File: src/rtl/standby_watchdog_pkg.sv
// Constants and carrier types for the standby and watchdog control block
// How it works
// - Two crystal-rate clock enables are made, one for timers and interrupts and one for the rest of the core.
// - In halt the core clock enable is held off while the oscillator and timer clock keep running.
// - An enabled interrupt ends halt and the program resumes after the halt instruction.
// - In stop the oscillator is turned off so both internal clocks stop.
// - Stop is left only by a reset or by a high level on the wake pin.
// - Leaving stop by either way starts fetching at address 000C.
// - After any reset execution starts at address 000C.
// - The watchdog is always enabled in run mode and resets the device when not refreshed there within 12 ms.
// - The watchdog count is cleared at power-on and by each refresh instruction.
// - The halt-mode watchdog enable instruction keeps the watchdog counting during halt.
// - With halt counting enabled, a reset follows if halt is not left nor the watchdog refreshed within 12 ms.
// - The refresh instruction updates the zero, sign and overflow flags.
// - The watchdog does not count in stop and cannot reset the device there.
// - Global reset is asserted while the supply-drop detector reports low supply.
package standby_watchdog_pkg;

  // ----------------------------------------------------------------
  // Timing
  // ----------------------------------------------------------------
  localparam int          CLK_PERIOD_PS    = 8000;
  localparam longint      WDOG_TIMEOUT_NS  = 12000000;   // 12 ms
  localparam int          WDOG_CYCLES      = int'((WDOG_TIMEOUT_NS * 1000) / CLK_PERIOD_PS);
  localparam int          OSC_START_CYCLES = 16;         // Oscillator settle after wake
  localparam int          RST_STRETCH      = 5;          // Minimum internal reset width

  // ----------------------------------------------------------------
  // Addresses and opcodes
  // ----------------------------------------------------------------
  localparam logic [15:0] START_ADDR       = 16'h000C;
  localparam logic [7:0]  OP_NOP           = 8'hFF;
  localparam logic [7:0]  OP_STOP          = 8'h6F;
  localparam logic [7:0]  OP_HALT          = 8'h7F;
  localparam logic [7:0]  OP_WDOG_HALT     = 8'h4F;
  localparam logic [7:0]  OP_WDOG_REFRESH  = 8'h5F;      // Refresh opcode

  // ----------------------------------------------------------------
  // Types
  // ----------------------------------------------------------------
  typedef enum logic [1:0] {
    ST_RUN  = 2'b00,
    ST_HALT = 2'b01,
    ST_STOP = 2'b11,
    ST_WAKE = 2'b10
  } mode_t;

  // Instruction strobe from the core decoder
  typedef struct packed {
    logic       valid;
    logic [7:0] opcode;
  } instr_t;

  // Flag update for zero, sign, overflow
  typedef struct packed {
    logic upd;
    logic z;
    logic s;
    logic v;
  } flags_t;

endpackage

File: src/rtl/watchdog_counter.sv
// Watchdog counter with clear, run gate and timeout pulse
`timescale 1ns/1ps
module watchdog_counter #(
  parameter int LIMIT = 1500000
) (
  input  wire logic i_clk,
  input  wire logic i_rst_n,
  input  wire logic i_clear,
  input  wire logic i_run,
  output logic      o_timeout
);

  localparam int W = $clog2(LIMIT + 1);

  initial begin
    if (LIMIT < 2) begin
      $error("watchdog LIMIT too small");
    end
  end

  typedef struct packed {
    logic [W-1:0] cnt;
    logic         to;
  } wd_state_t;

  wd_state_t s_q;
  wd_state_t s_d;

  // ----------------------------------------------------------------
  // Count
  // ----------------------------------------------------------------
  // Clear wins over counting; hold while not running
  always_comb begin
    s_d    = s_q;
    s_d.to = 1'b0;
    if (i_clear) begin
      s_d.cnt = '0;
    end else if (i_run) begin
      if (s_q.cnt == W'(LIMIT - 1)) begin
        s_d.cnt = '0;
        s_d.to  = 1'b1;
      end else begin
        s_d.cnt = s_q.cnt + W'(1);
      end
    end
  end

  // State register
  always_ff @(posedge i_clk or negedge i_rst_n) begin
    if (!i_rst_n) begin
      s_q <= '0;
    end else begin
      s_q <= s_d;
    end
  end

  assign o_timeout = s_q.to;

endmodule

File: src/rtl/standby_watchdog_control.sv
// Standby mode, watchdog and reset sequencing for the core
`timescale 1ns/1ps
module standby_watchdog_control #(
  parameter int WDOG_LIMIT = standby_watchdog_pkg::WDOG_CYCLES,
  parameter int OSC_START  = standby_watchdog_pkg::OSC_START_CYCLES
) (
  input  wire logic                         i_clk,
  input  wire logic                         i_resetn,
  input  wire logic                         i_supply_drop_reset,
  input  wire logic                         i_wake_input_pin,
  input  wire standby_watchdog_pkg::instr_t i_instr,
  input  wire logic                         i_irq_pending,
  output logic                              o_core_clk_en,
  output logic                              o_timer_interrupt_clock_en,
  output logic                              o_osc_enable,
  output logic                              o_core_reset_n,
  output logic                              o_load_pc,
  output logic [15:0]                       o_pc_value,
  output standby_watchdog_pkg::flags_t      o_flags,
  output standby_watchdog_pkg::mode_t       o_mode,
  output logic                              o_watchdog_reset
);

  localparam int OW = $clog2(OSC_START + 1);
  localparam int RW = $clog2(standby_watchdog_pkg::RST_STRETCH + 1);

  initial begin
    if (OSC_START < 1) begin
      $error("OSC_START must be at least 1");
    end
  end

  // ----------------------------------------------------------------
  // Reset synchroniser, shared by pin and supply drop
  // ----------------------------------------------------------------
  logic       pin_rst_n;
  logic [1:0] rsync_q;
  logic       wd_timeout;

  // Reset pin and supply-drop both assert the async reset
  assign pin_rst_n = i_resetn & ~i_supply_drop_reset;

  always_ff @(posedge i_clk or negedge pin_rst_n) begin
    if (!pin_rst_n) begin
      rsync_q <= 2'b00;
    end else begin
      rsync_q <= {rsync_q[0], 1'b1};
    end
  end

  logic rst_n;
  assign rst_n = rsync_q[1];

  // ----------------------------------------------------------------
  // Wake pin: asynchronous latch while the clock is stopped
  // ----------------------------------------------------------------
  logic wake_seen_q;
  logic stop_active;
  logic [1:0] wsync_q;

  // Level on the pin sets the latch without a clock
  always_ff @(posedge i_clk or posedge i_wake_input_pin) begin
    if (i_wake_input_pin) begin
      wake_seen_q <= 1'b1;
    end else if (!stop_active) begin
      wake_seen_q <= 1'b0;
    end
  end

  // Two flops before use
  always_ff @(posedge i_clk or negedge rst_n) begin
    if (!rst_n) begin
      wsync_q <= 2'b00;
    end else begin
      wsync_q <= {wsync_q[0], wake_seen_q};
    end
  end

  // ----------------------------------------------------------------
  // Controller state
  // ----------------------------------------------------------------
  typedef struct packed {
    standby_watchdog_pkg::mode_t  mode;
    logic                         wd_halt_en;
    logic [OW-1:0]                osc_cnt;
    logic [RW-1:0]                rst_cnt;
    logic                         load_pc;
    standby_watchdog_pkg::flags_t flags;
    logic                         wd_rst;
  } ctl_state_t;

  ctl_state_t s_q;
  ctl_state_t s_d;

  logic refresh;
  logic wd_run;

  assign refresh = i_instr.valid && i_instr.opcode == standby_watchdog_pkg::OP_WDOG_REFRESH;
  assign stop_active = (s_q.mode == standby_watchdog_pkg::ST_STOP);

  // Runs in run mode, in halt only once enabled, never in stop
  assign wd_run = (s_q.mode == standby_watchdog_pkg::ST_RUN) ||
                  (s_q.mode == standby_watchdog_pkg::ST_HALT && s_q.wd_halt_en);

  watchdog_counter #(
    .LIMIT (WDOG_LIMIT)
  ) u_wdog (
    .i_clk     (i_clk),
    .i_rst_n   (rst_n),
    .i_clear   (refresh),
    .i_run     (wd_run),
    .o_timeout (wd_timeout)
  );

  // Next-state logic
  always_comb begin
    s_d         = s_q;
    s_d.load_pc = 1'b0;
    s_d.flags   = '0;
    if (s_q.rst_cnt != '0) begin
      s_d.rst_cnt = s_q.rst_cnt - RW'(1);
    end else begin
      s_d.wd_rst = 1'b0;
    end
    // Watchdog timeout restarts the core through its own reset stretch, not the global reset
    if (wd_timeout) begin
      s_d.wd_rst     = 1'b1;
      s_d.rst_cnt    = RW'(standby_watchdog_pkg::RST_STRETCH);
      s_d.mode       = standby_watchdog_pkg::ST_RUN;
      s_d.wd_halt_en = 1'b0;
      s_d.load_pc    = 1'b1;
    end else begin
      // Refresh sets zero, clears sign and overflow
      if (refresh) begin
        s_d.flags = '{upd: 1'b1, z: 1'b1, s: 1'b0, v: 1'b0};
      end
      unique case (s_q.mode)
        standby_watchdog_pkg::ST_RUN: begin
          if (i_instr.valid && i_instr.opcode == standby_watchdog_pkg::OP_WDOG_HALT) begin
            s_d.wd_halt_en = 1'b1;
          end
          if (i_instr.valid && i_instr.opcode == standby_watchdog_pkg::OP_HALT) begin
            s_d.mode = standby_watchdog_pkg::ST_HALT;
          end else if (i_instr.valid && i_instr.opcode == standby_watchdog_pkg::OP_STOP) begin
            s_d.mode = standby_watchdog_pkg::ST_STOP;
          end
        end
        standby_watchdog_pkg::ST_HALT: begin
          // Core resumes where it left; interrupt service follows
          if (i_irq_pending) begin
            s_d.mode = standby_watchdog_pkg::ST_RUN;
          end
        end
        standby_watchdog_pkg::ST_STOP: begin
          if (wsync_q[1]) begin
            s_d.mode    = standby_watchdog_pkg::ST_WAKE;
            s_d.osc_cnt = OW'(OSC_START);
          end
        end
        standby_watchdog_pkg::ST_WAKE: begin
          if (s_q.osc_cnt == OW'(1)) begin
            s_d.mode    = standby_watchdog_pkg::ST_RUN;
            s_d.load_pc = 1'b1;
          end else begin
            s_d.osc_cnt = s_q.osc_cnt - OW'(1);
          end
        end
      endcase
    end
  end

  // State register; load start address after reset release
  always_ff @(posedge i_clk or negedge rst_n) begin
    if (!rst_n) begin
      s_q         <= '0;
      s_q.load_pc <= 1'b1;
    end else begin
      s_q <= s_d;
    end
  end

  // ----------------------------------------------------------------
  // Outputs
  // ----------------------------------------------------------------
  assign o_core_clk_en              = rst_n && s_q.mode == standby_watchdog_pkg::ST_RUN;
  assign o_timer_interrupt_clock_en = rst_n && (s_q.mode == standby_watchdog_pkg::ST_RUN ||
                                       s_q.mode == standby_watchdog_pkg::ST_HALT);
  assign o_osc_enable               = !stop_active;
  assign o_core_reset_n             = rst_n && !s_q.wd_rst;
  assign o_load_pc                  = s_q.load_pc;
  assign o_pc_value                 = standby_watchdog_pkg::START_ADDR;
  assign o_flags                    = s_q.flags;
  assign o_mode                     = s_q.mode;
  assign o_watchdog_reset           = s_q.wd_rst;

endmodule

File: config.mk
export PLATFORM = sky130hd
export DESIGN_NAME = standby_watchdog_control
export DESIGN_NICKNAME = d
export VERILOG_FILES = /design/src/rtl/standby_watchdog_pkg.sv /design/src/rtl/watchdog_counter.sv /design/src/rtl/standby_watchdog_control.sv
export SDC_FILE = /design/constraint.sdc
export NUM_CORES = 1
export LEC_CHECK = 0
export ABC_CLOCK_PERIOD_IN_PS = 1700
export BUFFER_PORTS_ARGS = -buffer_cell sky130_fd_sc_hd__buf_2
export CORE_MARGIN = 2
export CORE_UTILIZATION = 50
export CTS_BUF_LIST = sky130_fd_sc_hd__clkbuf_16
export DETAILED_ROUTE_END_ITERATION = 10
export GPL_ROUTABILITY_DRIVEN = 0
export PLACE_DENSITY = 0.69
export SKIP_CTS_REPAIR_TIMING = 1
export SLEW_MARGIN = 20
export SYNTH_ARGS = -nofsm -noshare
export SYNTH_HDL_FRONTEND = slang
export SYNTH_SLANG_ARGS = --single-unit
File: constraint.sdc
create_clock -name i_clk -period 1.7 [get_ports i_clk]
set_input_delay 0.17 -clock i_clk [delete_from_list [all_inputs] [get_ports i_clk]]
set_output_delay 0.17 -clock i_clk [all_outputs]
set_load 0.1 [all_outputs]
[After elaboration in Yosys (flattened, before gate mapping)]
Index checks and enable logic that the tools add are counted.
Storage, ports and cells
  RAM bits: 0
  word-level logic and storage cells: 85
  memories kept: 0
  output and inout port bits: 28
  memory bits (read-only): 0
  bits in registers: 44
  bits in latches: 0
Cells by class
  mux-type cells: 26
  shift operators: 0
  reductions and logical operators: 22
  $mul: 0
  order comparisons: 0
  equal/unequal tests: 16
  bitwise operators: 3
  divide/modulo/power cells: 0
  add/subtract/negate cells: 3
Operators by type and width (number)
  two-way mux 21 bit: 2
  equality test 8 x 7 -> 1 bit (second input constant): 4
  two-way mux 22 bit: 1
  adder 21 x 1 -> 21 bit (second input constant): 1
  equality test 21 bit (second input constant): 1
  two-way mux 2 bit: 5
  two-way mux 5 bit: 2
  one-hot mux 5 bit (2 select lines): 1
  nonzero test 2 bit: 5
  two-way mux 1 bit: 9
  two-way mux 3 bit: 3
  logical AND 1 bit: 8
  two-way mux 4 bit: 2
  one-hot mux 2 bit (4 select lines): 1
  AND reduction 4 bit: 2
  inequality test 3 x 2 -> 1 bit (second input constant): 2
  equality test 5 x 1 -> 1 bit (second input constant): 1
  subtractor 5 x 1 -> 5 bit (second input constant): 1
  equality test 2 bit (second input constant): 2
  inequality test 2 x 1 -> 1 bit (second input constant): 2
  inequality test 4 x 1 -> 1 bit (second input constant): 1
  inequality test 3 x 1 -> 1 bit (second input constant): 1
  nonzero test 3 bit: 1
  subtractor 3 x 1 -> 3 bit (second input constant): 1
  other kinds (8): 11

[Depth between registers and ports, before layout]
  depth after elaboration: 6
  gate-level depth with buffers: 7

[Hierarchy]
Synthesis repeated with hierarchy kept, for this count alone.
Second synthesis, totals
  cells, all modules: 251
  area, all modules: 2383.5 µm²
Modules (own cells, without submodules)
  watchdog_counter: instances 1, cells each 141, area an instance 1236.2 µm², sequential area each 550.5 µm²
  standby_watchdog_control: instances 1, cells each 110, area an instance 1147.4 µm², sequential area each 478.0 µm²

[Worst setup path after synthesis]
OpenSTA, ideal clock, no wires.
  path type: reg2out
  from: register rsync_q[1]
  to: output o_core_clk_en
  data required time: 1530 ps
  path slack: -2559 ps
  stages on the path, launching flop included: 3
  arrival time: 4089 ps
  cell sequence: dfrtp_1 -> nor2b_1 -> nor2b_1
On the way
  longest elaborated chain between the ends: 1
Ends and longest elaborated chain
  start, declared: line standby_watchdog_control.sv:37  | logic [1:0] rsync_q;
  start signal, assigned: line standby_watchdog_control.sv:47  | rsync_q <= {rsync_q[0], 1'b1};
  logical AND 1 bit: line standby_watchdog_control.sv:185  | assign o_core_clk_en = rst_n && s_q.mode == standby_watchdog_pkg::ST_RUN;
  end, declared: line standby_watchdog_control.sv:13  | output logic o_core_clk_en,
No other way between the ends.

[Worst setup path after layout]
  from: register s_q[10] (netlist name)
  to: register s_q[9] (netlist name)
On the way
  longest elaborated chain between the ends: 3
Ends and longest elaborated chain
  start, declared: line standby_watchdog_control.sv:92  | ctl_state_t s_q;
  equality test 5 x 1 -> 1 bit: line standby_watchdog_control.sv:161  | if (s_q.osc_cnt == OW'(1)) begin
  inequality test 2 bit (no source line)
  AND reduction 4 bit (no source line)
No other way between the ends.
A chain may end at the register's enable or synchronous reset.

==> results.sh <==
export IMPL_cap_viol_max_count=0
export IMPL_synthTopCellsByArea="dfrtp_1 (41%), buf_4 (6.9%), nand2_1 (3.9%)"
export IMPL_highest_layer="met4"
export IMPL_drt_antenna_violating_nets=0
export IMPL_cp_arrival_ns=2.06
export IMPL_synth_edf_count=0
export IMPL_grt_max_degree=33
export IMPL_fin_skew_ns=0.00262
export IMPL_seq_area_frac_synth_pct=42.9
export IMPL_worstPathRequired_ns=1.92
export IMPL_startpoint_type="flip-flop"
export IMPL_p_per_area_nw_per_um2=1240
export IMPL_h_tree_depth=2
export IMPL_wl_met3_um=143
export IMPL_grt_setup_unrepaired="yes"
export IMPL_grt_pass1_vias=1909
export IMPL_viasPerCell=5.48
export IMPL_io_buffers=23
export IMPL_hold_ws_ns=0.130
export IMPL_yosys_cell_types_count=47
export IMPL_dp_hpwl_um=3560
export IMPL_routedWlPerCell_um=14.0
export IMPL_via_count=2015
export IMPL_synthTopCellsByCount="dfrtp_1 (39), nand2_1 (25), buf_4 (22), nand3_1 (18), nor2_1 (18)"
export IMPL_violations="negative setup slack"
export IMPL_syn2layout_area_growth_pct=23.3
export IMPL_firstDrtPassIters=4
export IMPL_grt_use_total_pct=20.4
export IMPL_cts_sinks=41
export IMPL_period_minus_slack_ns=1.84
export IMPL_yosysTopAreaCell="dfrtp_1"
export IMPL_cts_buffers=5
export IMPL_wl_um=5170
export IMPL_slew_violations=0
export IMPL_setup_worst_path_end_class="flip-flop"
export IMPL_finalSetupViolations=6
export IMPL_drcViolationCount=0
export IMPL_leakage_nw=1.34
export IMPL_antenna_cells=0
export IMPL_cp_max_fo=3
export IMPL_synth_ff_type="dfrtp_1"
export IMPL_fmax_mhz=544
export IMPL_synthDominantCellAreaShare_pct=40.7
export IMPL_nets=333
export IMPL_die_area_um2=5360
export IMPL_cts_root_buf="clkbuf_16"
export IMPL_hold_path_class="flip-flop to asynchronous set/reset pin"
export IMPL_fin_crit_sh_pct=108
export IMPL_finalHoldViolations=0
export IMPL_seqPwrFrac_pct=36.1
export IMPL_fin_ws_ns=-0.139
export IMPL_row_count=25
export IMPL_die_height_um=73.2
export IMPL_status="finished with violations"
export IMPL_clk_latency_ns=0.28
export IMPL_synth_most_common_cell="dfrtp_1"
export IMPL_clk_pin_slew_worst_paths_ns=0.06
export IMPL_synth_seq_cells=41
export IMPL_cts_path_max_buffers=2
export IMPL_synth_cell_area_um2=2400
export IMPL_p_switching_mw=1.34
export IMPL_setup_tns_ns=-0.370
export IMPL_drtIter0Drc=135
export IMPL_core_area_um2=4660
export IMPL_cts_tree="done"
export IMPL_fill_cells=395
export IMPL_grt_antenna_before_repair=0
export IMPL_swShare_pct=36.5
export IMPL_grt_pass1_wl_um=8390
export IMPL_seq_area_um2=1030
export IMPL_synthCells=269
export IMPL_met2WireLength_um=2500
export IMPL_combPwrFrac_pct=35.4
export IMPL_multi_input_area_um2=1240
export IMPL_clkPwrFrac_pct=28.5
export IMPL_initial_core_util_pct=51.4
export IMPL_drt_met1_wl_um=2450
export IMPL_criticalPathCategory="flip-flop to flip-flop"
export IMPL_grt_ovfl_total=0
export IMPL_layout_drive_gt1_share_pct=27.1
export IMPL_vdd_drop_max_uv=514
export IMPL_synthArstFlopShare_pct=100
export IMPL_p_int_mw=2.33
export IMPL_die_x_um=73.2
export IMPL_io_pins=42
export IMPL_avgSynthCellArea_um2=8.91
export IMPL_ys_warn_count=0
final cells by class:
cell class	count	area share, %
Inverter	11	1.40
Sequential cell	41	35.0
Multi-Input combinational cell	201	42.0
Tap cell	54	2.29
Timing Repair Buffer	54	14.0
Clock buffer	5	4.23
Clock inverter	2	1.19
cells by family after synthesis:
logic type	synth area share [%]
AND/OR/NAND/NOR	27.7
buffers and inverters	11.0
AO/OA/AOI/OAI	10.8
flip-flops	42.9
XOR/XNOR	2.19
multiplexers	2.51
adder cells (fa/ha/maj)	2.61
other	0.313
state kept, by name, summed over array words and instances, names as in the netlist:
| name | flops |
|---|---|
| o_watchdog_reset | 1 |
| s_q | 9 |
| o_flags | 1 |
| o_load_pc | 1 |
| rsync_q | 2 |
| wsync_q | 2 |
| wake_seen_q | 1 |
| o_mode | 2 |
| u_wdog.o_timeout | 1 |
| u_wdog.s_q | 21 |
critical path, stage by stage, from the launching register on:
cell     delay (ns)
dfrtp_1        0.40
inv_2          0.09
ha_4           0.11
or4b_4         0.49
buf_4          0.16
or2_2          0.26
a21oi_1        0.14
or2_2          0.12
final timing paths:
| path | from | end | slack, ns | cells past startpoint |
|---|---|---|---|---|
| max | s_q[10]$_DFFE_PN0P_ | s_q[9]$_DFFE_PN0P_ | -0.14 | 7 |
| min | rsync_q[1]$_DFF_PN0_ | wsync_q[0]$_DFF_PN0_ | 0.13 | 0 |
| max reg2reg | s_q[10]$_DFFE_PN0P_ | s_q[9]$_DFFE_PN0P_ | -0.14 | 7 |
| min reg2reg | rsync_q[1]$_DFF_PN0_ | wsync_q[0]$_DFF_PN0_ | 0.13 | 0 |
| max in group asynchronous | i_resetn | rsync_q[1]$_DFF_PN0_ | 0.69 | 4 |
| min in group i_clk | i_instr[5] | o_mode[1]$_DFFE_PN0P_ | 0.16 | 3 |
power by group through the flow:
stage | registers (mW) | clock network (mW) | logic (mW)
final | 1.32 | 1.04 | 1.30
after global routing | 1.35 | 1.12 | 1.44
after CTS | 1.31 | 1.08 | 1.25
after detailed placement | 1.32 | 0 | 1.24
after global placement | 1.32 | 0 | 1.21
after floorplan | 1.32 | 0 | 0.941
cell usage in the layout, fill, tap and decap left out, types with 4 or more instances in the layout:
cell type	count
nand2_1	25
nand3_1	18
o21ai_0	13
mux2i_1	6
dfrtp_1	37
nor3_1	10
nand4_1	12
xor2_1	5
buf_4	27
conb_1	19
buf_12	4
clkbuf_16	5
a21oi_1	14
and3_1	4
buf_2	20
nor4_1	4
nor2_1	17
inv_1	10
through the flow:
| stage | std cells | power (mW) | cell area (um^2) | utilization, % | worst slack [ns] |
|---|---|---|---|---|---|
| after floorplan | 286 | 2.26 | 2480 | - | -0.418 |
| after global placement | 354 | 2.53 | 2680 | 57.5 | 0.0164 |
| after detailed placement | 354 | 2.57 | 2680 | 57.5 | -0.0529 |
| after CTS | 361 | 3.63 | 2840 | 61.0 | -0.0699 |
| after global routing | 368 | 3.91 | 2960 | 63.4 | -0.184 |
| final | 368 | 3.66 | 2960 | 63.4 | -0.139 |
per-layer routing:
layer,track usage (%),vias to the layer above
met4,8.64,0
met3,4.83,7
met5,0,-
met1,25.4,978
met2,33.8,29
li1,-,1001
No activity file was read; power rests on OpenSTA's default activity.
